--- src/stroke_rom_defs.vh ---
// Constants for the stroke character store and decoder
`ifndef STROKE_ROM_DEFS_VH
`define STROKE_ROM_DEFS_VH
`define CODE_W          6
`define WORD_W          32
`define BYTE_W          8
`define STROKE_W        8
`define FIFO_DEPTH      16
`define FIFO_AW         4
// Stroke byte field positions (byte bit 7 is the escape bit)
`define SB_ESC          7
`define SB_INT_HI       7
`define SB_INT_LO       6
`define SB_DIR_HI       5
`define SB_DIR_LO       3
`define SB_LEN_HI       2
`define SB_LEN_LO       0
// Hardware function codes, hex
`define CODE_TAB        7'h09
`define CODE_LF         7'h0A
`define CODE_CR         7'h0D
`define CODE_ALT        7'h7D
// Intensity field value that turns the beam on
`define INT_ON          2'h1
// Reset values
`define BYTE_CNT_RST    2'h0
`define WORD_SEL_RST    1'b0
`endif

--- src/stroke_fifo.v ---
// Stroke FIFO is defined beside the decoder in stroke_char_rom_decoder.v

--- src/stroke_char_rom_decoder.v ---
// Character stroke store, byte multiplexer and stroke decoder
`include "stroke_rom_defs.vh"
module stroke_char_rom_decoder #(
  parameter CODE_W = 6,
  parameter WORD_W = 32
) (
  input  wire             clock,
  input  wire             rstn,
  input  wire             ce,
  input  wire             code_load_pulse,
  input  wire [6:0]       char_code,
  input  wire             rom_we,
  input  wire [CODE_W:0]  rom_waddr,
  input  wire [WORD_W-1:0] rom_wdata,
  output wire             stroke_valid,
  input  wire             stroke_ready,
  output wire             stroke_escape_out,
  output wire             stroke_intensity_out,
  output wire [2:0]       stroke_direction_out,
  output wire [2:0]       stroke_length_out,
  output wire             beam_on,
  output reg              function_code,
  output reg  [6:0]       function_value,
  output reg              busy
);
  localparam ST_IDLE = 2'h0;
  localparam ST_RUN  = 2'h1;
  localparam ST_DONE = 2'h2;

  // Stroke store: one word per (code, word select)
  reg [WORD_W-1:0] rom [0:(1<<(CODE_W+1))-1];
  reg [CODE_W-1:0] code_q;
  reg              code_high_bit_flag;
  reg              word_sel_q;
  reg [1:0]        byte_cnt_q;
  reg [1:0]        state_q;
  reg              ld_s1_q;
  reg              ld_s2_q;
  reg              ld_s3_q;
  reg [6:0]        cc_s1_q;
  reg [6:0]        cc_s2_q;
  wire             load_evt;
  wire [2:0]       board_sel;
  wire [2:0]       char_sel;
  wire [WORD_W-1:0] word;
  reg  [7:0]       sbyte;
  wire             push;
  wire             fifo_ready;
  wire [7:0]       fifo_in;
  wire [7:0]       fifo_out;
  wire             is_func;
  wire             inhibit;

  // Pin synchronisers for the load pulse and code lines
  always @(posedge clock or negedge rstn)
  begin
    if (!rstn)
    begin
      ld_s1_q <= 1'b0;
      ld_s2_q <= 1'b0;
      ld_s3_q <= 1'b0;
      cc_s1_q <= 7'h00;
      cc_s2_q <= 7'h00;
    end
    else if (ce)
    begin
      ld_s1_q <= code_load_pulse;
      ld_s2_q <= ld_s1_q;
      ld_s3_q <= ld_s2_q;
      cc_s1_q <= char_code;
      cc_s2_q <= cc_s1_q;
    end
  end
  assign load_evt = ld_s2_q && !ld_s3_q;

  // Store writes from the loader port
  always @(posedge clock)
  begin
    if (ce && rom_we)
      rom[rom_waddr] <= rom_wdata;
  end

  assign board_sel = code_q[CODE_W-1:CODE_W-3];
  assign char_sel  = code_q[2:0];
  // board select plus character select forms the store row
  // word select picks first or second word
  assign word = rom[{word_sel_q, board_sel, char_sel}];

  // byte counter picks one of four bytes
  always @*
  begin
    case (byte_cnt_q)
      2'h0:    sbyte = word[31:24];
      2'h1:    sbyte = word[23:16];
      2'h2:    sbyte = word[15:8];
      default: sbyte = word[7:0];
    endcase
  end

  // equal high flag and top bit mean no stored character
  assign inhibit = (code_high_bit_flag == code_q[CODE_W-1]);
  assign is_func = inhibit && (({code_high_bit_flag, code_q} == `CODE_TAB) ||
                   ({code_high_bit_flag, code_q} == `CODE_LF) ||
                   ({code_high_bit_flag, code_q} == `CODE_CR) ||
                   ({code_high_bit_flag, code_q} == `CODE_ALT));

  // escape, intensity on, direction, length order
  assign fifo_in = {sbyte[`SB_ESC],
                    (sbyte[`SB_INT_HI:`SB_INT_LO] == `INT_ON),
                    sbyte[`SB_DIR_HI:`SB_DIR_LO],
                    sbyte[`SB_LEN_HI:`SB_LEN_LO]};
  // Only stored characters push; a fresh load takes precedence
  assign push = (state_q == ST_RUN) && fifo_ready && !inhibit && !load_evt;

  // Sequencer: load, step bytes, stop at escape
  always @(posedge clock or negedge rstn)
  begin
    if (!rstn)
    begin
      code_q             <= {CODE_W{1'b0}};
      code_high_bit_flag <= 1'b0;
      word_sel_q         <= `WORD_SEL_RST;
      byte_cnt_q         <= `BYTE_CNT_RST;
      state_q            <= ST_IDLE;
      function_code      <= 1'b0;
      function_value     <= 7'h00;
      busy               <= 1'b0;
    end
    else if (ce)
    begin
      function_code <= 1'b0;
      if (load_evt)
      begin
        // load six low bits and high flag
        code_q             <= cc_s2_q[5:0];
        code_high_bit_flag <= cc_s2_q[6];
        byte_cnt_q         <= `BYTE_CNT_RST;
        word_sel_q         <= `WORD_SEL_RST;
        state_q            <= ST_RUN;
        busy               <= 1'b1;
      end
      else
      begin
        case (state_q)
          ST_IDLE:
            busy <= 1'b0;
          ST_RUN:
          begin
            if (is_func)
            begin
              function_code  <= 1'b1;
              function_value <= {code_high_bit_flag, code_q};
              state_q        <= ST_DONE;
              busy           <= 1'b0;
            end
            else if (inhibit)
            begin
              state_q <= ST_DONE;
              busy    <= 1'b0;
            end
            else if (push)
            begin
              // stop and wait for next load
              // at most eight moves, then stop
              if (sbyte[`SB_ESC] || (word_sel_q && byte_cnt_q == 2'h3))
              begin
                state_q <= ST_DONE;
                busy    <= 1'b0;
              end
              else
              begin
                byte_cnt_q <= byte_cnt_q + 2'h1;
                // flip word select after first word
                if (byte_cnt_q == 2'h3)
                  word_sel_q <= ~word_sel_q;
              end
            end
          end
          ST_DONE:
            busy <= 1'b0;
          default:
            state_q <= ST_IDLE;
        endcase
      end
    end
  end

  // Stroke FIFO toward the generator
  stroke_fifo #(
    .WIDTH (`STROKE_W),
    .DEPTH (`FIFO_DEPTH),
    .AW    (`FIFO_AW)
  ) u_fifo (
    .clock     (clock),
    .rstn      (rstn),
    .ce        (ce),
    .in_data   (fifo_in),
    .in_valid  (push),
    .in_ready  (fifo_ready),
    .out_data  (fifo_out),
    .out_valid (stroke_valid),
    .out_ready (stroke_ready)
  );

  // length bits feed length register bits 14..16
  assign stroke_escape_out    = fifo_out[7];
  assign stroke_intensity_out = fifo_out[6];
  assign stroke_direction_out = fifo_out[5:3];
  assign stroke_length_out    = fifo_out[2:0];
  // intensity field value 1 turns beam on
  assign beam_on = stroke_valid && fifo_out[6];
endmodule

// Stroke output FIFO with valid and ready on both sides
module stroke_fifo #(
  parameter WIDTH = 8,
  parameter DEPTH = 16,
  parameter AW    = 4
) (
  input  wire             clock,
  input  wire             rstn,
  input  wire             ce,
  input  wire [WIDTH-1:0] in_data,
  input  wire             in_valid,
  output wire             in_ready,
  output reg  [WIDTH-1:0] out_data,
  output wire             out_valid,
  input  wire             out_ready
);
  reg [WIDTH-1:0] mem [0:DEPTH-1];
  reg [AW-1:0]    wr_q;
  reg [AW-1:0]    rd_q;
  reg [AW:0]      cnt_q;
  wire            push;
  wire            pop;

  // Depth must be two to the AW: the top count bit alone marks full
  assign in_ready  = !cnt_q[AW];
  assign out_valid = (cnt_q != {(AW+1){1'b0}});
  assign push      = ce && in_valid && in_ready;
  assign pop       = ce && out_valid && out_ready;

  // Storage array
  always @(posedge clock)
  begin
    if (push)
      mem[wr_q] <= in_data;
  end

  // Head word shown straight from the array
  always @*
  begin
    out_data = mem[rd_q];
  end

  // Pointers and fill count
  always @(posedge clock or negedge rstn)
  begin
    if (!rstn)
    begin
      wr_q  <= {AW{1'b0}};
      rd_q  <= {AW{1'b0}};
      cnt_q <= {(AW+1){1'b0}};
    end
    else
    begin
      if (push)
        wr_q <= wr_q + 1'b1;
      if (pop)
        rd_q <= rd_q + 1'b1;
      if (push && !pop)
        cnt_q <= cnt_q + 1'b1;
      else if (pop && !push)
        cnt_q <= cnt_q - 1'b1;
    end
  end
endmodule

--- config.mk ---
export PLATFORM = sky130hd
export DESIGN_NAME = stroke_char_rom_decoder
export DESIGN_NICKNAME = d
export VERILOG_FILES = /design/src/stroke_fifo.v /design/src/stroke_char_rom_decoder.v
export VERILOG_INCLUDE_DIRS = /design/src
export SDC_FILE = /design/constraint.sdc
export NUM_CORES = 2
export LEC_CHECK = 0
export ABC_AREA = 0
export BUFFER_PORTS_ARGS = -buffer_cell sky130_fd_sc_hd__buf_2
export CAP_MARGIN = 40
export CORE_ASPECT_RATIO = 0.75
export CORE_MARGIN = 4
export CORE_UTILIZATION = 66
export CTS_BUF_LIST = sky130_fd_sc_hd__clkbuf_4
export CTS_CLUSTER_SIZE = 10
export DETAILED_ROUTE_END_ITERATION = 12
export PLACE_DENSITY = 0.84
export SYNTH_ARGS = -nofsm -noshare
export SYNTH_HDL_FRONTEND = slang
export SYNTH_MEMORY_MAX_BITS = 65536
export SYNTH_SLANG_ARGS = --single-unit
export TNS_END_PERCENT = 30
--- constraint.sdc ---
create_clock -name clock -period 11.72 [get_ports clock]
set_input_delay 1.172 -clock clock [delete_from_list [all_inputs] [get_ports clock]]
set_output_delay 1.172 -clock clock [all_outputs]
set_load 0.005 [all_outputs]
---- Word-level counts from Yosys, hierarchy flattened ----
Memory sizes are Yosys's and may differ from the RTL's.
Index checks and enable logic that the tools add are counted.
word-level totals
  bits in registers ....................... 51
  latch bits .............................. 0
  bits in writable memories ............... 4224
  memory bits (read-only) ................. 0
  input bits .............................. 52
  output and inout port bits .............. 19
  memories kept ........................... 2
memories
  memory      words  bits a word  rd ports  clocked after memory_dff  write ports  line                           text
  rom         128    32           1         0                         1            stroke_char_rom_decoder.v:31   reg [WORD_W-1:0] rom [0:(1<<(CODE_W+1))-1];
  u_fifo.mem  16     8            1         0                         1            stroke_char_rom_decoder.v:230  reg [WIDTH-1:0] mem [0:DEPTH-1];
cells by class
  $add $sub $neg .......................... 5
  multipliers ............................. 0
  divide/modulo/power cells ............... 0
  magnitude comparators ................... 0
  equality and inequality tests ........... 17
  shifts and indexed selects .............. 0
  muxes and demuxes ....................... 35
  bitwise logic cells ..................... 2
  reductions and logical operators ........ 39
operators with widths
  cell                 number
  $pmux 8 s3           1
  $mux 2               11
  $eq 7x4->1 const B   3
  $mux 1               19
  $logic_and 1x1->1    14
  $reduce_and 4->1     3
  $mux 5               2
  $ne 5x4->1 const B   2
  $add 4x1->4 const B  2
  $reduce_bool 2->1    4
  $eq 7x7->1 const B   1
  $reduce_and 7->1     1
  $eq 2x1->1 const B   3
  $eq 2x2->1 const B   3
  $logic_not 1->1      6
  $ne 2x2->1 const B   3
  $reduce_and 6->1     1
  $add 5x1->5 const B  1
  $reduce_bool 5->1    1
  $sub 5x1->5 const B  1
  $logic_not 2->1      2
  $logic_or 1x1->1     4
  $pmux 2 s2           1
  $reduce_bool 3->1    1
  7 further kinds      8

---- Longest topological paths before layout ----
  depth after elaboration ................. 10
  gate-level depth with buffers ........... 15
  depth with buffers taken out ............ 12

---- By module ----
Synthesis repeated with hierarchy kept, for this count alone.
unflattened totals
  cell total of the unflattened synthesis .. 6859
  area, all modules ....................... 164322.6 um2
by module, submodules not included
  module                   instances  cells an instance  area an instance (um2)  sequential area each (um2)
  stroke_char_rom_decoder  1          6566               158594.6                123948.9
  stroke_fifo              1          293                5728.0                  4169.0

---- Worst setup path before layout ----
No wires, ideal clock.
  path kind ............................... input to register
  start point ............................. input rom_waddr[4]
  end point ............................... memory rom[112][0], enable pin
  arrival time ............................ 4.775 ns
  slack ................................... 6.443 ns
  cell stages on the path ................. 3
  path buffers ............................ 0
  cell sequence ........................... nor2b_1 -> nand4_1 -> nor4_1
RTL lines
  what         line                          text
  from (decl)  stroke_char_rom_decoder.v:13  input wire [CODE_W:0] rom_waddr,
  to (decl)    stroke_char_rom_decoder.v:31
No word-level cell before the write port.

---- Worst setup path in the final report ----
  start point ............................. register code_q[0]
  end point ............................... memory u_fifo.mem[8][5], data pin
between the ends
  word-level cells in the longest chain between the ends .. 2
ends and longest elaborated chain
  what                    line                           text
  from (decl)             stroke_char_rom_decoder.v:32   reg [CODE_W-1:0] code_q;
  from (signal assigned)  stroke_char_rom_decoder.v:120  code_q <= {CODE_W{1'b0}};
  from (signal assigned)  stroke_char_rom_decoder.v:135  code_q <= cc_s2_q[5:0];
  $mem_v2 128x32          --
  $pmux 8 s3              stroke_char_rom_decoder.v:92   case (byte_cnt_q)
  named net fifo_in[5]    stroke_char_rom_decoder.v:49   wire [7:0] fifo_in;
  to (decl)               stroke_char_rom_decoder.v:230
The timed path passes the listed nets, and every way through them passes these cells.

==> impl_metrics.json <==
{
  "ant_nets": 0,
  "wl_um": 476000,
  "dp_hpwl_um": 251000,
  "grt_usage": 0.371,
  "setup_viol": 0,
  "die_y_um": 439,
  "grt_pass1_wl_um": 652000,
  "start_util": 0.667,
  "crit_buf_inv": 4,
  "setup_tns_ps": 0,
  "max_slew.worst_pin.slew_ps": 1090,
  "p_leak_nw": 57.3,
  "clkSlewWorstSetupHoldPaths_ps": 80,
  "die_x_um": 583,
  "ys.flop_type": "edfxtp_1",
  "clock_latency_ps": 1550,
  "syn_inst": 6516,
  "cp-start-kind": "flop",
  "synth_nets": 6582,
  "powerDensity_nw_per_um2": 229,
  "synthDistinctLibCells": 54,
  "num-fill-cells": 12100,
  "portBuffers": 70,
  "postCtsSetupRepairBufs": 0,
  "drive_gt1_frac": 0.412,
  "cp_slowest_cell": "dfrtp_4",
  "ys_seq_area_frac": 0.784,
  "crit_type": "reg2reg",
  "finalNetCount": 7507,
  "synth_top_family_by_area": "multiplexers",
  "max_freq_ghz": 0.152,
  "ys_seq_elements": 4275,
  "synth_edf_count": 4224,
  "outcome": "finished, final reports clean",
  "cts_inserted_buffers": 920,
  "synth_xor_area_frac": 0.000643,
  "cp.required_ps": 12850,
  "ys_async_sr_fraction": 0.0119,
  "worst_path_largest_cell_delay_ps": 990,
  "grt_max_degree": 141,
  "drt-initial-drc-count": 17900,
  "coreArea_um2": 245000,
  "drc": 0,
  "drv_slew": 0,
  "maxSlewHeadroom": 0.275,
  "drv_cap": 0,
  "netlist_area_um2": 163000,
  "cts_tree": "built",
  "drtPass1Iterations": 10,
  "cts.sinks": 4275,
  "grt-ovfl-total": 0,
  "timing.final.crit_share": 0.560,
  "cts_htree_levels": 6,
  "min_path_type": "in2reg",
  "place.gp.congestion": 0.853,
  "synthSimpleGateAreaFrac": 0.00866,
  "synth_area_leader_cell": "edfxtp_1",
  "cts_root_buf": "clkbuf_4",
  "syn_avg_cell_area_um2": 25.1,
  "worst-path-max-fanout": 42,
  "min_period_ps": 6570,
  "dp.cells": 9756,
  "area_growth_pct": 11.4,
  "power_mw": 41.6,
  "clk_path_buf_depth": 4,
  "antenna_found_initial": 77,
  "rows": 157,
  "grt_pass1_vias": 85700,
  "crit_family": "buffers and inverters",
  "finalHoldViolCount": 0,
  "rsz0062_at_grt": "false",
  "synthAdderAreaFrac": 0.00112,
  "num_vias": 85600,
  "cts_hold_buf": 10,
  "synth_top_area_share": 0.776,
  "yosysWarnings": 0,
  "peakVddDrop_uv": 218,
  "synth_compound_area_frac": 0.00435,
  "crit_arrival_ps": 7700,
  "synthMuxAreaShare": 0.191,
  "ioPinCount": 71,
  "path_cells": "buf_4, buf_4, buf_4, mux4_2, mux4_2, mux4_2, a22oi_1, a21oi_2, buf_6",
  "fin_skew_ps": 157,
  "via_per_inst": 7.49,
  "fp.dieArea_um2": 256000,
  "cts-resized-gates": 0,
  "wl_per_cell_um": 41.7,
  "stdcell_count": 11400,
  "end_kind": "flop",
  "synth_area_leaders": "edfxtp_1 78%, mux4_2 19%, dfrtp_1 0.78%, buf_2 0.44%, nor2_1 0.35%"
}
[layer usage]
metal | part of all wire | global-route usage
met5 | 0.00082 | 0
met4 | 0.051 | 0.159
met3 | 0.18 | 0.148
met2 | 0.47 | 0.553
met1 | 0.30 | 0.496
[Yosys cell counts, drive strengths merged (18+ instances only)]
library cell / n
edfxtp: 4224
a21oi: 21
clkbuf: 103
nand2: 63
nor2: 153
nand3: 18
mux2: 36
mux2i: 54
mux4: 1343
nor2b: 19
o21ai: 24
buf: 241
dfrtp: 51
[sequential cells by signal, indices dropped and copies added (netlist names), 2 cells and up]
name            count
code_q              6
function_value      7
u_fifo.rd_q         4
u_fifo.wr_q         4
u_fifo.mem        128
u_fifo.cnt_q        5
cc_s1_q             7
byte_cnt_q          2
rom              4096
state_q             2
cc_s2_q             7
[worst paths after layout]
path,slack (ps),startpoint,endpoint,cells past startpoint
max reg2reg,5150,code_q[0],u_fifo.mem[8][5],9
max,5150,code_q[0],u_fifo.mem[8][5],9
min in group asynchronous,380,rstn,u_fifo.rd_q[2],3
min reg2reg,480,function_value[3],function_value[3],1
max in group asynchronous,10710,rstn,code_q[1],3
min,110,code_load_pulse,ld_s1_q,2
[worst reg2reg max path, delay by kind of cell, from the launching register on]
kind	cells	cell delay, ps
AO/OA/AOI/OAI	2	870
buffers and inverters	4	2620
flip-flops	1	990
multiplexers	3	1740
[where the power goes]
group	leakage, nW	internal (mW)	switching [mW]
registers	38.6	17.1	0.306
logic	11.6	5.33	7.26
clock network	7.09	5.76	5.84
total	57.3	28.2	13.4
[kinds of logic after synthesis]
| group | count (synthesis) |
|---|---|
| flip-flops | 4275 |
| AND/OR/NAND/NOR | 316 |
| multiplexers | 1433 |
| AO/OA/AOI/OAI | 106 |
| adder cells (fa/ha/maj) | 14 |
| buffers and inverters | 360 |
| XOR/XNOR | 12 |
[stage by stage]
| step | cell area, um^2 | setup WS, ps | util | hold slack (ps) |
|---|---|---|---|---|
| after floorplan | 163000 | 6440 | - | 446 |
| after global placement | 169000 | 5490 | 0.690 | 447 |
| after detailed placement | 170000 | 5430 | 0.692 | 459 |
| after CTS | 182000 | 5330 | 0.741 | 1.83 |
| after global routing | 182000 | 4960 | 0.742 | 15.4 |
| final | 182000 | 5150 | 0.742 | 114 |
[cell usage in the layout, fill, tap and decap left out, drive strengths merged, types with 4 or more instances in the layout]
cell type / synthesis / final
mux4: 1343 / 1343
a222oi: 4 / 4
diode: 0 / 32
a22oi: 17 / 17
nand4: 7 / 7
dfrtp: 51 / 51
ha: 13 / 13
nor2b: 19 / 19
xnor2: 9 / 9
bufinv: 0 / 11
and2: 11 / 11
mux2: 36 / 36
nor2: 153 / 153
a21oi: 21 / 21
clkinv: 0 / 149
edfxtp: 4224 / 4224
a31oi: 6 / 6
or2: 4 / 4
o22ai: 5 / 5
clkbuf: 103 / 1432
dlygate4sd3: 0 / 10
clkinvlp: 0 / 8
buf: 241 / 336
mux2i: 54 / 54
o21ai: 24 / 24
nand2b: 9 / 9
nand2: 63 / 63
a221oi: 4 / 4
nor3b: 7 / 7
nor3: 15 / 15
inv: 16 / 34
nand3: 18 / 18
[layout make-up]
cell class | count | area [um^2] | area share
repair buffers | 347 | 3150 | 0.0173
diodes | 32 | 80.1 | 0.000440
inverters | 16 | 60.1 | 0.000330
multi-input cells | 1881 | 34600 | 0.190
flip-flops and latches | 4275 | 128000 | 0.704
clock inverters | 186 | 1080 | 0.00596
clock buffers | 1431 | 10700 | 0.0590
well taps | 3259 | 4080 | 0.0224
Power figures use the tool's default switching activity.
